`src/sfacd_pkg.sv`:
```
package sfacd_pkg;

   // Instruction bytes
   localparam logic [7:0] OP_READ      = 8'h03;
   localparam logic [7:0] OP_FAST      = 8'h0B;
   localparam logic [7:0] OP_DUAL_IO   = 8'hBB;
   localparam logic [7:0] OP_DUAL_OUT  = 8'h3B;
   localparam logic [7:0] OP_QUAD_IO   = 8'hEB;
   localparam logic [7:0] OP_QUAD_OUT  = 8'h6B;
   localparam logic [7:0] OP_QUAD_DTR  = 8'hED;
   localparam logic [7:0] OP_PROG      = 8'h02;
   localparam logic [7:0] OP_QPROG     = 8'h38;
   localparam logic [7:0] OP_SMALL_CLR = 8'h20;
   localparam logic [7:0] OP_HALF_CLR  = 8'h52;
   localparam logic [7:0] OP_BLOCK_CLR = 8'hD8;
   localparam logic [7:0] OP_CHIP_A    = 8'h60;
   localparam logic [7:0] OP_CHIP_B    = 8'hC7;
   localparam logic [7:0] OP_QENTRY    = 8'h35;
   localparam logic [7:0] OP_QEXIT     = 8'hF5;

   // Index of the last address byte
   localparam logic [2:0] ADDR_LAST_NARROW = 3'h2;
   localparam logic [2:0] ADDR_LAST_WIDE   = 3'h3;

   // Line counts per transfer phase
   localparam logic [2:0] LANES_1 = 3'h1;
   localparam logic [2:0] LANES_2 = 3'h2;
   localparam logic [2:0] LANES_4 = 3'h4;

   // Dummy cycles selected by {dummy_count_hi, dummy_count_lo}; DUMMY_NONE is used for OP_READ
   localparam logic [4:0] DUMMY_DC0 = 5'h08;
   localparam logic [4:0] DUMMY_DC1 = 5'h06;
   localparam logic [4:0] DUMMY_DC2 = 5'h08;
   localparam logic [4:0] DUMMY_DC3 = 5'h0A;
   localparam logic [4:0] DUMMY_NONE = 5'h00;

   // Reset values
   localparam logic UPPER_BIT_RESET = 1'b0;
   localparam logic QUAD_RESET      = 1'b0;
   localparam logic WIDE_RESET      = 1'b0;

   localparam int PAGE_BYTES_DEFAULT = 256;

   typedef enum logic [1:0] {
      ERASE_SMALL,
      ERASE_HALF,
      ERASE_BLOCK,
      ERASE_CHIP
   } sfacd_erase_type;

   typedef enum logic [2:0] {
      ST_IDLE,
      ST_CMD,
      ST_ADDR,
      ST_DUMMY,
      ST_DIN,
      ST_DOUT,
      ST_WAIT,
      ST_IGNORE
   } sfacd_state_type;

endpackage

```
`src/sfacd_link_if.sv`:
```
`timescale 1ns/1ps
`default_nettype none
interface sfacd_link_if;
   logic       sclk_rise;
   logic       sclk_fall;
   logic       cs_rise;
   logic       cs_fall;
   logic [3:0] io;

   modport src (output sclk_rise, sclk_fall, cs_rise, cs_fall, io);
   modport dst (input  sclk_rise, sclk_fall, cs_rise, cs_fall, io);
endinterface
`default_nettype wire

```
`src/sfacd_pin_sync.sv`:
```
`timescale 1ns/1ps
`default_nettype none
module sfacd_pin_sync (
   // Clock and reset
   input  wire logic       clk_in,
   input  wire logic       nrst_in,
   // Raw pins
   input  wire logic       sclk_in,
   input  wire logic       cs_n_in,
   input  wire logic [3:0] io_in,
   // Synchronised events
   sfacd_link_if.src       link
);
   logic [5:0] meta;
   logic [5:0] sync;
   logic       sclk_d;
   logic       cs_n_d;

   // Two flops before any logic looks at a pin
   always_ff @(posedge clk_in or negedge nrst_in) begin
      if (!nrst_in) begin
         meta <= 6'h20;
         sync <= 6'h20;
      end else begin
         meta <= {cs_n_in, io_in, sclk_in};
         sync <= meta;
      end
   end

   always_ff @(posedge clk_in or negedge nrst_in) begin
      if (!nrst_in) begin
         sclk_d <= 1'b0;
         cs_n_d <= 1'b1;
      end else begin
         sclk_d <= sync[0];
         cs_n_d <= sync[5];
      end
   end

   assign link.sclk_rise = sync[0] & ~sclk_d;
   assign link.sclk_fall = ~sync[0] & sclk_d;
   assign link.cs_fall   = ~sync[5] & cs_n_d;
   assign link.cs_rise   = sync[5] & ~cs_n_d;
   assign link.io        = sync[4:1];
endmodule
`default_nettype wire

```
`src/sfacd_top.sv`:
```
`timescale 1ns/1ps
`default_nettype none
module sfacd_top #(
   parameter int PAGE_BYTES = sfacd_pkg::PAGE_BYTES_DEFAULT
) (
   // Clock and reset
   input  wire logic        clk_in,
   input  wire logic        nrst_in,
   // Serial flash pins
   input  wire logic        flash_sclk_in,
   input  wire logic        flash_cs_n_in,
   input  wire logic [3:0]  flash_io_in,
   output logic      [3:0]  flash_io_out,
   output logic      [3:0]  flash_io_oe_out,
   // Configuration
   input  wire logic        dummy_count_lo_in,
   input  wire logic        dummy_count_hi_in,
   input  wire logic        wide_address_entry_in,
   input  wire logic        wide_address_exit_in,
   input  wire logic        upper_addr_wr_in,
   input  wire logic [7:0]  upper_addr_data_in,
   // Array side
   input  wire logic [7:0]  arr_rd_data_in,
   output logic      [31:0] arr_addr_out,
   output logic             arr_rd_req_out,
   output logic             prog_byte_valid_out,
   output logic      [7:0]  prog_byte_out,
   output logic             prog_commit_out,
   output logic      [8:0]  prog_count_out,
   output logic             erase_req_out,
   output logic      [1:0]  erase_kind_out,
   output logic             reject_out,
   // Status
   output logic             quad_mode_out,
   output logic             wide_address_out,
   output logic      [7:0]  upper_address_out
);
   initial begin
      if (PAGE_BYTES < 1 || PAGE_BYTES > 256 || (PAGE_BYTES & (PAGE_BYTES - 1)) != 0)
         $error("PAGE_BYTES must be a power of two up to 256");
   end

   localparam logic [31:0] PAGE_MASK = 32'(PAGE_BYTES - 1);
   localparam logic [8:0]  PAGE_MAX  = 9'(PAGE_BYTES);

   sfacd_link_if link ();

   sfacd_pin_sync u_sync (
      .clk_in  (clk_in),
      .nrst_in (nrst_in),
      .sclk_in (flash_sclk_in),
      .cs_n_in (flash_cs_n_in),
      .io_in   (flash_io_in),
      .link    (link.src)
   );

   sfacd_pkg::sfacd_state_type state;
   sfacd_pkg::sfacd_state_type next_state;
   logic [7:0]  op;
   logic [7:0]  sh;
   logic [2:0]  cnt;
   logic [2:0]  abytes;
   logic [31:0] addr;
   logic [4:0]  dcnt;
   logic [8:0]  pcount;
   logic [7:0]  osh;
   logic [2:0]  ocnt;
   logic        quad_mode;
   logic        wide_mode;
   logic        upper_bit;
   logic [7:0]  byte_in;

   // Decode of the current or arriving instruction byte
   wire [7:0] cmd_byte  = (state == sfacd_pkg::ST_CMD) ? byte_in : op;
   wire op_read  = cmd_byte inside {sfacd_pkg::OP_READ, sfacd_pkg::OP_FAST,
                   sfacd_pkg::OP_DUAL_IO, sfacd_pkg::OP_DUAL_OUT, sfacd_pkg::OP_QUAD_IO,
                   sfacd_pkg::OP_QUAD_OUT, sfacd_pkg::OP_QUAD_DTR};
   wire op_prog  = cmd_byte inside {sfacd_pkg::OP_PROG, sfacd_pkg::OP_QPROG};
   wire op_erase = cmd_byte inside {sfacd_pkg::OP_SMALL_CLR, sfacd_pkg::OP_HALF_CLR,
                   sfacd_pkg::OP_BLOCK_CLR};
   wire op_chip  = cmd_byte inside {sfacd_pkg::OP_CHIP_A, sfacd_pkg::OP_CHIP_B};
   wire op_qentry = cmd_byte == sfacd_pkg::OP_QENTRY;
   wire op_qexit  = cmd_byte == sfacd_pkg::OP_QEXIT;
   wire quad_ok  = cmd_byte inside {sfacd_pkg::OP_QUAD_IO, sfacd_pkg::OP_QUAD_DTR,
                   sfacd_pkg::OP_PROG} | op_erase | op_chip | op_qexit;
   wire single_ok = op_read | op_prog | op_erase | op_chip | op_qentry;
   wire cmd_ok   = quad_mode ? quad_ok : single_ok;

   // Line counts per phase
   wire [2:0] cmd_lanes  = quad_mode ? sfacd_pkg::LANES_4 : sfacd_pkg::LANES_1;
   wire quad_addr = quad_mode | (op inside {sfacd_pkg::OP_QUAD_IO, sfacd_pkg::OP_QUAD_DTR,
                    sfacd_pkg::OP_QPROG});
   wire [2:0] addr_lanes = quad_addr ? sfacd_pkg::LANES_4 :
                           (op == sfacd_pkg::OP_DUAL_IO) ? sfacd_pkg::LANES_2 :
                           sfacd_pkg::LANES_1;
   wire [2:0] din_lanes  = (quad_mode | (op == sfacd_pkg::OP_QPROG)) ? sfacd_pkg::LANES_4 :
                           sfacd_pkg::LANES_1;
   wire [2:0] dout_lanes = (op inside {sfacd_pkg::OP_READ, sfacd_pkg::OP_FAST}) ?
                           sfacd_pkg::LANES_1 :
                           (op inside {sfacd_pkg::OP_DUAL_IO, sfacd_pkg::OP_DUAL_OUT}) ?
                           sfacd_pkg::LANES_2 : sfacd_pkg::LANES_4;
   wire [2:0] rx_lanes   = (state == sfacd_pkg::ST_ADDR) ? addr_lanes :
                           (state == sfacd_pkg::ST_DIN) ? din_lanes : cmd_lanes;

   // Receive shifter
   assign byte_in = (rx_lanes == sfacd_pkg::LANES_4) ? {sh[3:0], link.io} :
                        (rx_lanes == sfacd_pkg::LANES_2) ? {sh[5:0], link.io[1:0]} :
                        {sh[6:0], link.io[0]};
   wire [3:0] cnt_sum   = {1'b0, cnt} + {1'b0, rx_lanes};
   wire       byte_done = link.sclk_rise & cnt_sum[3];
   wire [2:0] addr_last = wide_mode ? sfacd_pkg::ADDR_LAST_WIDE :
                          sfacd_pkg::ADDR_LAST_NARROW;
   wire       addr_done = (state == sfacd_pkg::ST_ADDR) & byte_done & (abytes == addr_last);
   wire [31:0] addr_full = wide_mode ? {addr[23:0], byte_in} :
                           {7'h00, upper_bit, addr[15:0], byte_in};

   // Dummy count selection
   wire [4:0] dummy_sel = {dummy_count_hi_in, dummy_count_lo_in} == 2'h0 ? sfacd_pkg::DUMMY_DC0 :
                          {dummy_count_hi_in, dummy_count_lo_in} == 2'h1 ? sfacd_pkg::DUMMY_DC1 :
                          {dummy_count_hi_in, dummy_count_lo_in} == 2'h2 ? sfacd_pkg::DUMMY_DC2 :
                          sfacd_pkg::DUMMY_DC3;
   wire [4:0] dummy_target = (op == sfacd_pkg::OP_READ) ? sfacd_pkg::DUMMY_NONE :
                             dummy_sel;
   wire [4:0] dcnt_inc = dcnt + 5'h01;

   // Transmit path
   wire [7:0] tx_now   = (ocnt == 3'h0) ? arr_rd_data_in : osh;
   wire [3:0] cnt_osum = {1'b0, ocnt} + {1'b0, dout_lanes};
   wire [3:0] tx_bits  = (dout_lanes == sfacd_pkg::LANES_4) ? tx_now[7:4] :
                         (dout_lanes == sfacd_pkg::LANES_2) ? {2'h0, tx_now[7:6]} :
                         {2'h0, tx_now[7], 1'b0};
   wire [3:0] tx_oe    = (dout_lanes == sfacd_pkg::LANES_4) ? 4'hF :
                         (dout_lanes == sfacd_pkg::LANES_2) ? 4'h3 : 4'h2;
   wire tx_step = (state == sfacd_pkg::ST_DOUT) & link.sclk_fall;

   // Execution at chip select rise
   wire aligned  = cnt == 3'h0;
   wire exec_ok  = link.cs_rise & aligned & ((state == sfacd_pkg::ST_WAIT) |
                   ((state == sfacd_pkg::ST_DIN) & (pcount != 9'h000)));
   wire writeish = (state inside {sfacd_pkg::ST_ADDR, sfacd_pkg::ST_WAIT, sfacd_pkg::ST_DIN})
                   & ~op_read;
   wire din_byte = (state == sfacd_pkg::ST_DIN) & byte_done;
   wire [31:0] page_next = (addr & ~PAGE_MASK) | ((addr + 32'h1) & PAGE_MASK);
   wire [1:0] erase_kind = (op == sfacd_pkg::OP_SMALL_CLR) ? sfacd_pkg::ERASE_SMALL :
                           (op == sfacd_pkg::OP_HALF_CLR) ? sfacd_pkg::ERASE_HALF :
                           (op == sfacd_pkg::OP_BLOCK_CLR) ? sfacd_pkg::ERASE_BLOCK :
                           sfacd_pkg::ERASE_CHIP;

   always_comb begin
      next_state = state;
      if (link.cs_fall) begin
         next_state = sfacd_pkg::ST_CMD;
      end else if (link.cs_rise) begin
         next_state = sfacd_pkg::ST_IDLE;
      end else if (link.sclk_rise) begin
         unique case (state)
            sfacd_pkg::ST_CMD: begin
               if (byte_done) begin
                  if (!cmd_ok)
                     next_state = sfacd_pkg::ST_IGNORE;
                  else if (op_read | op_prog | op_erase)
                     next_state = sfacd_pkg::ST_ADDR;
                  else
                     next_state = sfacd_pkg::ST_WAIT;
               end
            end
            sfacd_pkg::ST_ADDR: begin
               if (addr_done) begin
                  if (op_read)
                     next_state = (dummy_target == sfacd_pkg::DUMMY_NONE) ?
                                  sfacd_pkg::ST_DOUT : sfacd_pkg::ST_DUMMY;
                  else if (op_prog)
                     next_state = sfacd_pkg::ST_DIN;
                  else
                     next_state = sfacd_pkg::ST_WAIT;
               end
            end
            sfacd_pkg::ST_DUMMY: begin
               if (dcnt_inc == dummy_target)
                  next_state = sfacd_pkg::ST_DOUT;
            end
            sfacd_pkg::ST_IDLE, sfacd_pkg::ST_DIN, sfacd_pkg::ST_DOUT,
            sfacd_pkg::ST_WAIT, sfacd_pkg::ST_IGNORE: begin
               next_state = state;
            end
         endcase
      end
   end

   always_ff @(posedge clk_in or negedge nrst_in) begin
      if (!nrst_in) begin
         state <= sfacd_pkg::ST_IDLE;
         sh    <= 8'h00;
         op    <= 8'h00;
      end else begin
         state <= next_state;
         sh    <= link.sclk_rise ? byte_in : sh;
         if ((state == sfacd_pkg::ST_CMD) && byte_done)
            op <= byte_in;
      end
   end

   // Bit, byte and dummy counters
   always_ff @(posedge clk_in or negedge nrst_in) begin
      if (!nrst_in) begin
         cnt    <= 3'h0;
         abytes <= 3'h0;
         dcnt   <= 5'h00;
         pcount <= 9'h000;
      end else if (link.cs_fall) begin
         cnt    <= 3'h0;
         abytes <= 3'h0;
         dcnt   <= 5'h00;
         pcount <= 9'h000;
      end else if (link.sclk_rise && state != sfacd_pkg::ST_IDLE) begin
         cnt <= cnt_sum[2:0];
         if ((state == sfacd_pkg::ST_ADDR) && byte_done)
            abytes <= abytes + 3'h1;
         if (state == sfacd_pkg::ST_DUMMY)
            dcnt <= dcnt_inc;
         if (din_byte && pcount != PAGE_MAX)
            pcount <= pcount + 9'h001;
      end
   end

   // Address register, page wrap while programming, advance while reading
   always_ff @(posedge clk_in or negedge nrst_in) begin
      if (!nrst_in)
         addr <= 32'h0000_0000;
      else if (addr_done)
         addr <= addr_full;
      else if ((state == sfacd_pkg::ST_ADDR) && byte_done)
         addr <= {addr[23:0], byte_in};
      else if (din_byte)
         addr <= page_next;
      else if (tx_step && cnt_osum[3])
         addr <= addr + 32'h1;
   end

   always_ff @(posedge clk_in or negedge nrst_in) begin
      if (!nrst_in) begin
         osh             <= 8'h00;
         ocnt            <= 3'h0;
         flash_io_out    <= 4'h0;
         flash_io_oe_out <= 4'h0;
      end else if (link.cs_rise || link.cs_fall) begin
         ocnt            <= 3'h0;
         flash_io_oe_out <= 4'h0;
      end else if (tx_step) begin
         osh             <= tx_now << dout_lanes;
         ocnt            <= cnt_osum[2:0];
         flash_io_out    <= tx_bits;
         flash_io_oe_out <= tx_oe;
      end
   end

   // Array requests and command execution
   always_ff @(posedge clk_in or negedge nrst_in) begin
      if (!nrst_in) begin
         arr_rd_req_out      <= 1'b0;
         prog_byte_valid_out <= 1'b0;
         prog_byte_out       <= 8'h00;
         prog_commit_out     <= 1'b0;
         erase_req_out       <= 1'b0;
         erase_kind_out      <= 2'h0;
         reject_out          <= 1'b0;
      end else begin
         arr_rd_req_out      <= (addr_done & op_read) | (tx_step & cnt_osum[3]);
         prog_byte_valid_out <= din_byte;
         prog_byte_out       <= din_byte ? byte_in : prog_byte_out;
         prog_commit_out     <= exec_ok & op_prog;
         erase_req_out       <= exec_ok & (op_erase | op_chip);
         erase_kind_out      <= erase_kind;
         reject_out          <= link.cs_rise & writeish & ~exec_ok;
      end
   end

   // Mode flags and upper address register
   always_ff @(posedge clk_in or negedge nrst_in) begin
      if (!nrst_in) begin
         quad_mode <= sfacd_pkg::QUAD_RESET;
         wide_mode <= sfacd_pkg::WIDE_RESET;
         upper_bit <= sfacd_pkg::UPPER_BIT_RESET;
      end else begin
         if (exec_ok && op_qentry)
            quad_mode <= 1'b1;
         else if (exec_ok && op_qexit)
            quad_mode <= 1'b0;
         if (wide_address_entry_in)
            wide_mode <= 1'b1;
         else if (wide_address_exit_in)
            wide_mode <= 1'b0;
         if (upper_addr_wr_in)
            upper_bit <= upper_addr_data_in[0];
      end
   end

   assign arr_addr_out      = addr;
   assign prog_count_out    = pcount;
   assign quad_mode_out     = quad_mode;
   assign wide_address_out  = wide_mode;
   assign upper_address_out = {7'h00, upper_bit};
endmodule
`default_nettype wire

```
`config.mk`:
```
export PLATFORM = sky130hd
export DESIGN_NAME = sfacd_top
export DESIGN_NICKNAME = d
export VERILOG_FILES = /design/src/sfacd_pkg.sv /design/src/sfacd_link_if.sv /design/src/sfacd_pin_sync.sv /design/src/sfacd_top.sv
export SDC_FILE = /design/constraint.sdc
export NUM_CORES = 1
export LEC_CHECK = 0
export BUFFER_PORTS_ARGS = -buffer_cell sky130_fd_sc_hd__buf_2
export CAP_MARGIN = 20
export CORE_MARGIN = 2
export CORE_UTILIZATION = 45
export DETAILED_ROUTE_END_ITERATION = 12
export PLACE_DENSITY = 0.68
export SYNTH_ARGS = -nofsm -noshare
export SYNTH_HDL_FRONTEND = slang
export SYNTH_HIERARCHICAL = 1
export SYNTH_SLANG_ARGS = --single-unit
```
`constraint.sdc`:
```
create_clock -name clk_in -period 3.5 [get_ports clk_in]
set_input_delay 0.35 -clock clk_in [delete_from_list [all_inputs] [get_ports clk_in]]
set_output_delay 0.35 -clock clk_in [all_outputs]
set_load 0.01 [all_outputs]
```
==> metrics.md <==
| Metric | Value |
|---|---|
| Die H | between 100 and 150 um |
| Sequential area share after synthesis | 0.422 |
| IO Pins | between 100 and 150 |
| Synth Cell Area | between 0.007 and 0.008 mm^2 |
| Placed cell count | ~1100 |
| Site Rows | 46 |
| Vias per cell | approximately 5.5 |
| Clock Skews | around 7.7 ps |
| Total Nets Final | 934 |
| Synth Instances | around 800 |
| Reg-to-reg slack, setup | 210 ps |
| Initial antenna violation count | 0 |
| Pin count of the biggest net entering global routing | around 120 |
| Setup crit end kind | flop |
| Mux share of post-synthesis cell area | 0.0451 |
| CORE AREA | ~0.016 mm^2 |
| Post-route DRC | 0 |
| Crit path launch | state[2]$_DFFE_PN0P_ |
| Main flop type after synthesis | dfrtp_1 |
| Synth Area per Inst | 8.94 um^2 |
| Initial Utilization | 0.455 |
| DR WL/cell | around 16 um |
| Failing checks | hold timing |
| CTS tree | done |
| Worst skew pair latency | between 400 and 500 ps |
| Final ANT Viol Nets | 0 |
| Worst IR Drop VDD | around 0.37 mV |
| GR Overflow Total | 0 |
| Logic pwr share | 0.086 |
| First-pass GRT wire length | between 20 and 30 mm |
| Ant diodes | 0 |
| FF+latch count, synth | between 100 and 150 |
| TNS Setup | 0 ps |
| Die ar. | 0.0169 mm^2 |
| Most frequent cells in the layout | dfrtp_1 (117), nor2_1 (100), nand2_1 (91) |
| Fraction of the mapped netlist area in adder cells | 0.0249 |
| Clk slew on worst S/H paths | roughly 60 ps |
| Sw frac | 0.230 |
| Tmin final | between 3000 and 4000 ps |
| Commonest non-fill, non-tap cell in the layout | dfrtp_1 |
| Starting DRT DRC Count | 467 |
| Relative slew slack | 0.372 |
| Ratio of cells with drive above 1 in the final layout | 0.253 |
| NetSw | 876 uW |
| Pwr/cell area | approximately 440 mW/mm^2 |
| Clock Sinks | 120 |
| Critical Path Sink | state[0]$_DFFE_PN0P_ |
| Synth Area in Compound Gates | 0.170 |
| Synth cell types | 84 |
| Routed WL | roughly 18 mm |
| Largest family of logic cells by synthesized area | simple AND/OR/NAND/NOR gates |
| Overall Global Routing Usage | 0.223 |
| Post-synth top area share | 0.411 |
| Fin worst setup slack | between 200 and 250 ps |
| Final Max Slew Viols | 0 |
| Leak | 0.00408 uW |
| Launching point of the worst reg2reg path | state[2]$_DFFE_PN0P_ |
| Ys async rst share | 1.00 |
| Worst hold margin | -41.3 ps |
| Clock Root Buffer | clkbuf_16 |
| Post-Synth XOR/XNOR Area | 0.0319 |
| IO Port Bufs | between 80 and 90 |
| RR Endpoint | state[0]$_DFFE_PN0P_ |
| Startpoint Class | flop |
| Status | finished, violations left |
| Area delta synth->final | 20.2% |
| Die width | 130 um |
| H-tree depth | 4 |
| Setup CP Type | flop to flop |
| Vias in the first global route | ~5700 |
| Worst hold path type | primary input to asynchronous set/reset pin |
| Crit path DAT | 3580 ps |
| Synth area leaders | dfrtp_1 (41%), nor2_1 (5.4%), nand2_1 (4.8%), o21ai_0 (4.1%), buf_4 (3.4%) |
| CTS Hold Buffers Added | 0 |
| Drt first pass iters | 7 |
| Pint | between 2000 and 3000 uW |
| Final hold vios | 9 |
| Final Non-Filler Cells | between 1000 and 1500 |
| Reg2Reg Depth | 12 |
| Fmax | roughly 300 MHz |
| Critical path required time | 3790 ps |
| Power share of the sequential group | 0.383 |
| Num CTS Buffers | 17 |
| Final setup viols | 0 |
| Largest area contributor in the netlist | dfrtp_1 |
| Actual slew at the worst max-slew pin | 930 ps |
| Pre-CTS setup slack | -3.80 ps |
| Simple-Gate Fraction of Synth Area | 0.227 |
| DR vias | around 6100 |
| Final Wtd Congestion | around 0.91 |
| Clock share of power | 0.531 |
| YS warnings | 6 |
| EDFF count, synth | 0 |
| Worst Path Max Fanout | 7 |
| Fraction of the cycle the final worst path needs | 0.941 |
| Final HPWL DP | 12.9 mm |
| Clock buffer depth | 2 |
| Maximum Capacitance Violations | 0 |
==> logic make-up (layout without fill, tap and decap cells) <==
kind of cell / Yosys count / after routing
adder cells (fa/ha/maj): 13 / 13
AND/OR/NAND/NOR: 324 / 324
XOR/XNOR: 26 / 26
flip-flops: 120 / 120
buffers and inverters: 96 / 198
AO/OA/AOI/OAI: 186 / 186
other: 1 / 7
multiplexers: 31 / 31
==> worst min path at each step <==
stage                     slack [ps]                     endpoint
final                            -40  erase_kind_out[0]$_DFF_PN0_
after global routing              20     u_sync/meta[3]$_DFF_PN0_
after CTS                         20     u_sync/meta[5]$_DFF_PN1_
after detailed placement         340     u_sync/sync[4]$_DFF_PN0_
after global placement           340     u_sync/sync[4]$_DFF_PN0_
after floorplan                   50        abytes[0]$_DFFE_PN0P_
==> metrics by stage <==
stage | cell area, um^2 | util | power, uW
2_1_floorplan | 7160 | - | 1670
3_3_place_gp | 7790 | 0.498 | 1800
3_5_place_dp | 7790 | 0.498 | 1800
4_1_cts | 8490 | 0.542 | 3830
5_1_grt | 8570 | 0.547 | 3930
6_report | 8570 | 0.547 | 3800
==> routing by layer <==
layer / global-route usage / wire (um) / share of wire / up-vias
li1: - / - / - / 2978
met1: 0.304 / 8280 / 0.45 / 2943
met2: 0.351 / 8730 / 0.48 / 192
met3: 0.0508 / 983 / 0.054 / 25
met4: 0.0746 / 367 / 0.020 / 0
met5: 0 / 0 / 0 / -
==> synthesized netlist by cell type, drive strengths merged, types with 3 or more instances <==
cell type and n:
nor2b 6, nand4 10, xor2 14, and2 10
mux2i 22, and2b 6, nor3b 6, a21o 4
nor3 20, nor2 102, a211oi 10, o31ai 7
a31o 3, ha 11, mux2 9, o22ai 11
dfrtp 117, a31oi 6, dfstp 3, o22a 3
a311oi 3, a22oi 6, a21oi 46, nand2b 3
a22o 4, o21a 4, and4b 3, xnor2 12
nand2 92, o311ai 3, nor4 7, and3 14
inv 27, or3 9, clkbuf 29, nand3 26
o21ai 61, buf 39, a41oi 3
==> what timing repair did <==
action,in CTS,in global routing
setup buffers,0,5
endpoints found under the setup margin,1,29
pin swaps,0,4
resized for setup,1,9
==> final cells by class <==
class,instances,area (um^2)
inverter,28,108
multi-input combinational,587,3640
sequential,120,3010
clock buffer,20,467
tap,216,270
timing repair buffer,138,860
fill,1468,7090
clock inverter,12,220
==> worst max-delay path: stages, from the launching register on <==
cell	delay (ps)
dfrtp_1	440
nor3b_4	350
buf_6	170
o311a_2	210
a21oi_4	70
buf_4	180
o22ai_1	360
nand2_1	90
mux2_2	270
o311ai_1	420
a21oi_4	150
a311oi_1	370
o31ai_2	80
==> sequential cells by signal, summed over array words and instances (netlist names), 5 cells and up <==
| signal | cells |
|---|---|
| op | 8 |
| osh | 8 |
| sh | 7 |
| arr_addr_out | 32 |
| prog_byte_out | 8 |
| prog_count_out | 9 |
| dcnt | 5 |
| u_sync/meta | 6 |
| u_sync/sync | 6 |
==> power groups by stage <==
stage / Combinational, uW / Clock, uW / Sequential, uW
final: 327 / 2020 / 1460
after CTS: 324 / 2060 / 1450
after detailed placement: 322 / 0 / 1480
after global routing: 359 / 2110 / 1460
after floorplan: 205 / 0 / 1470
after global placement: 322 / 0 / 1480
(Power assumes the default switching activity.)
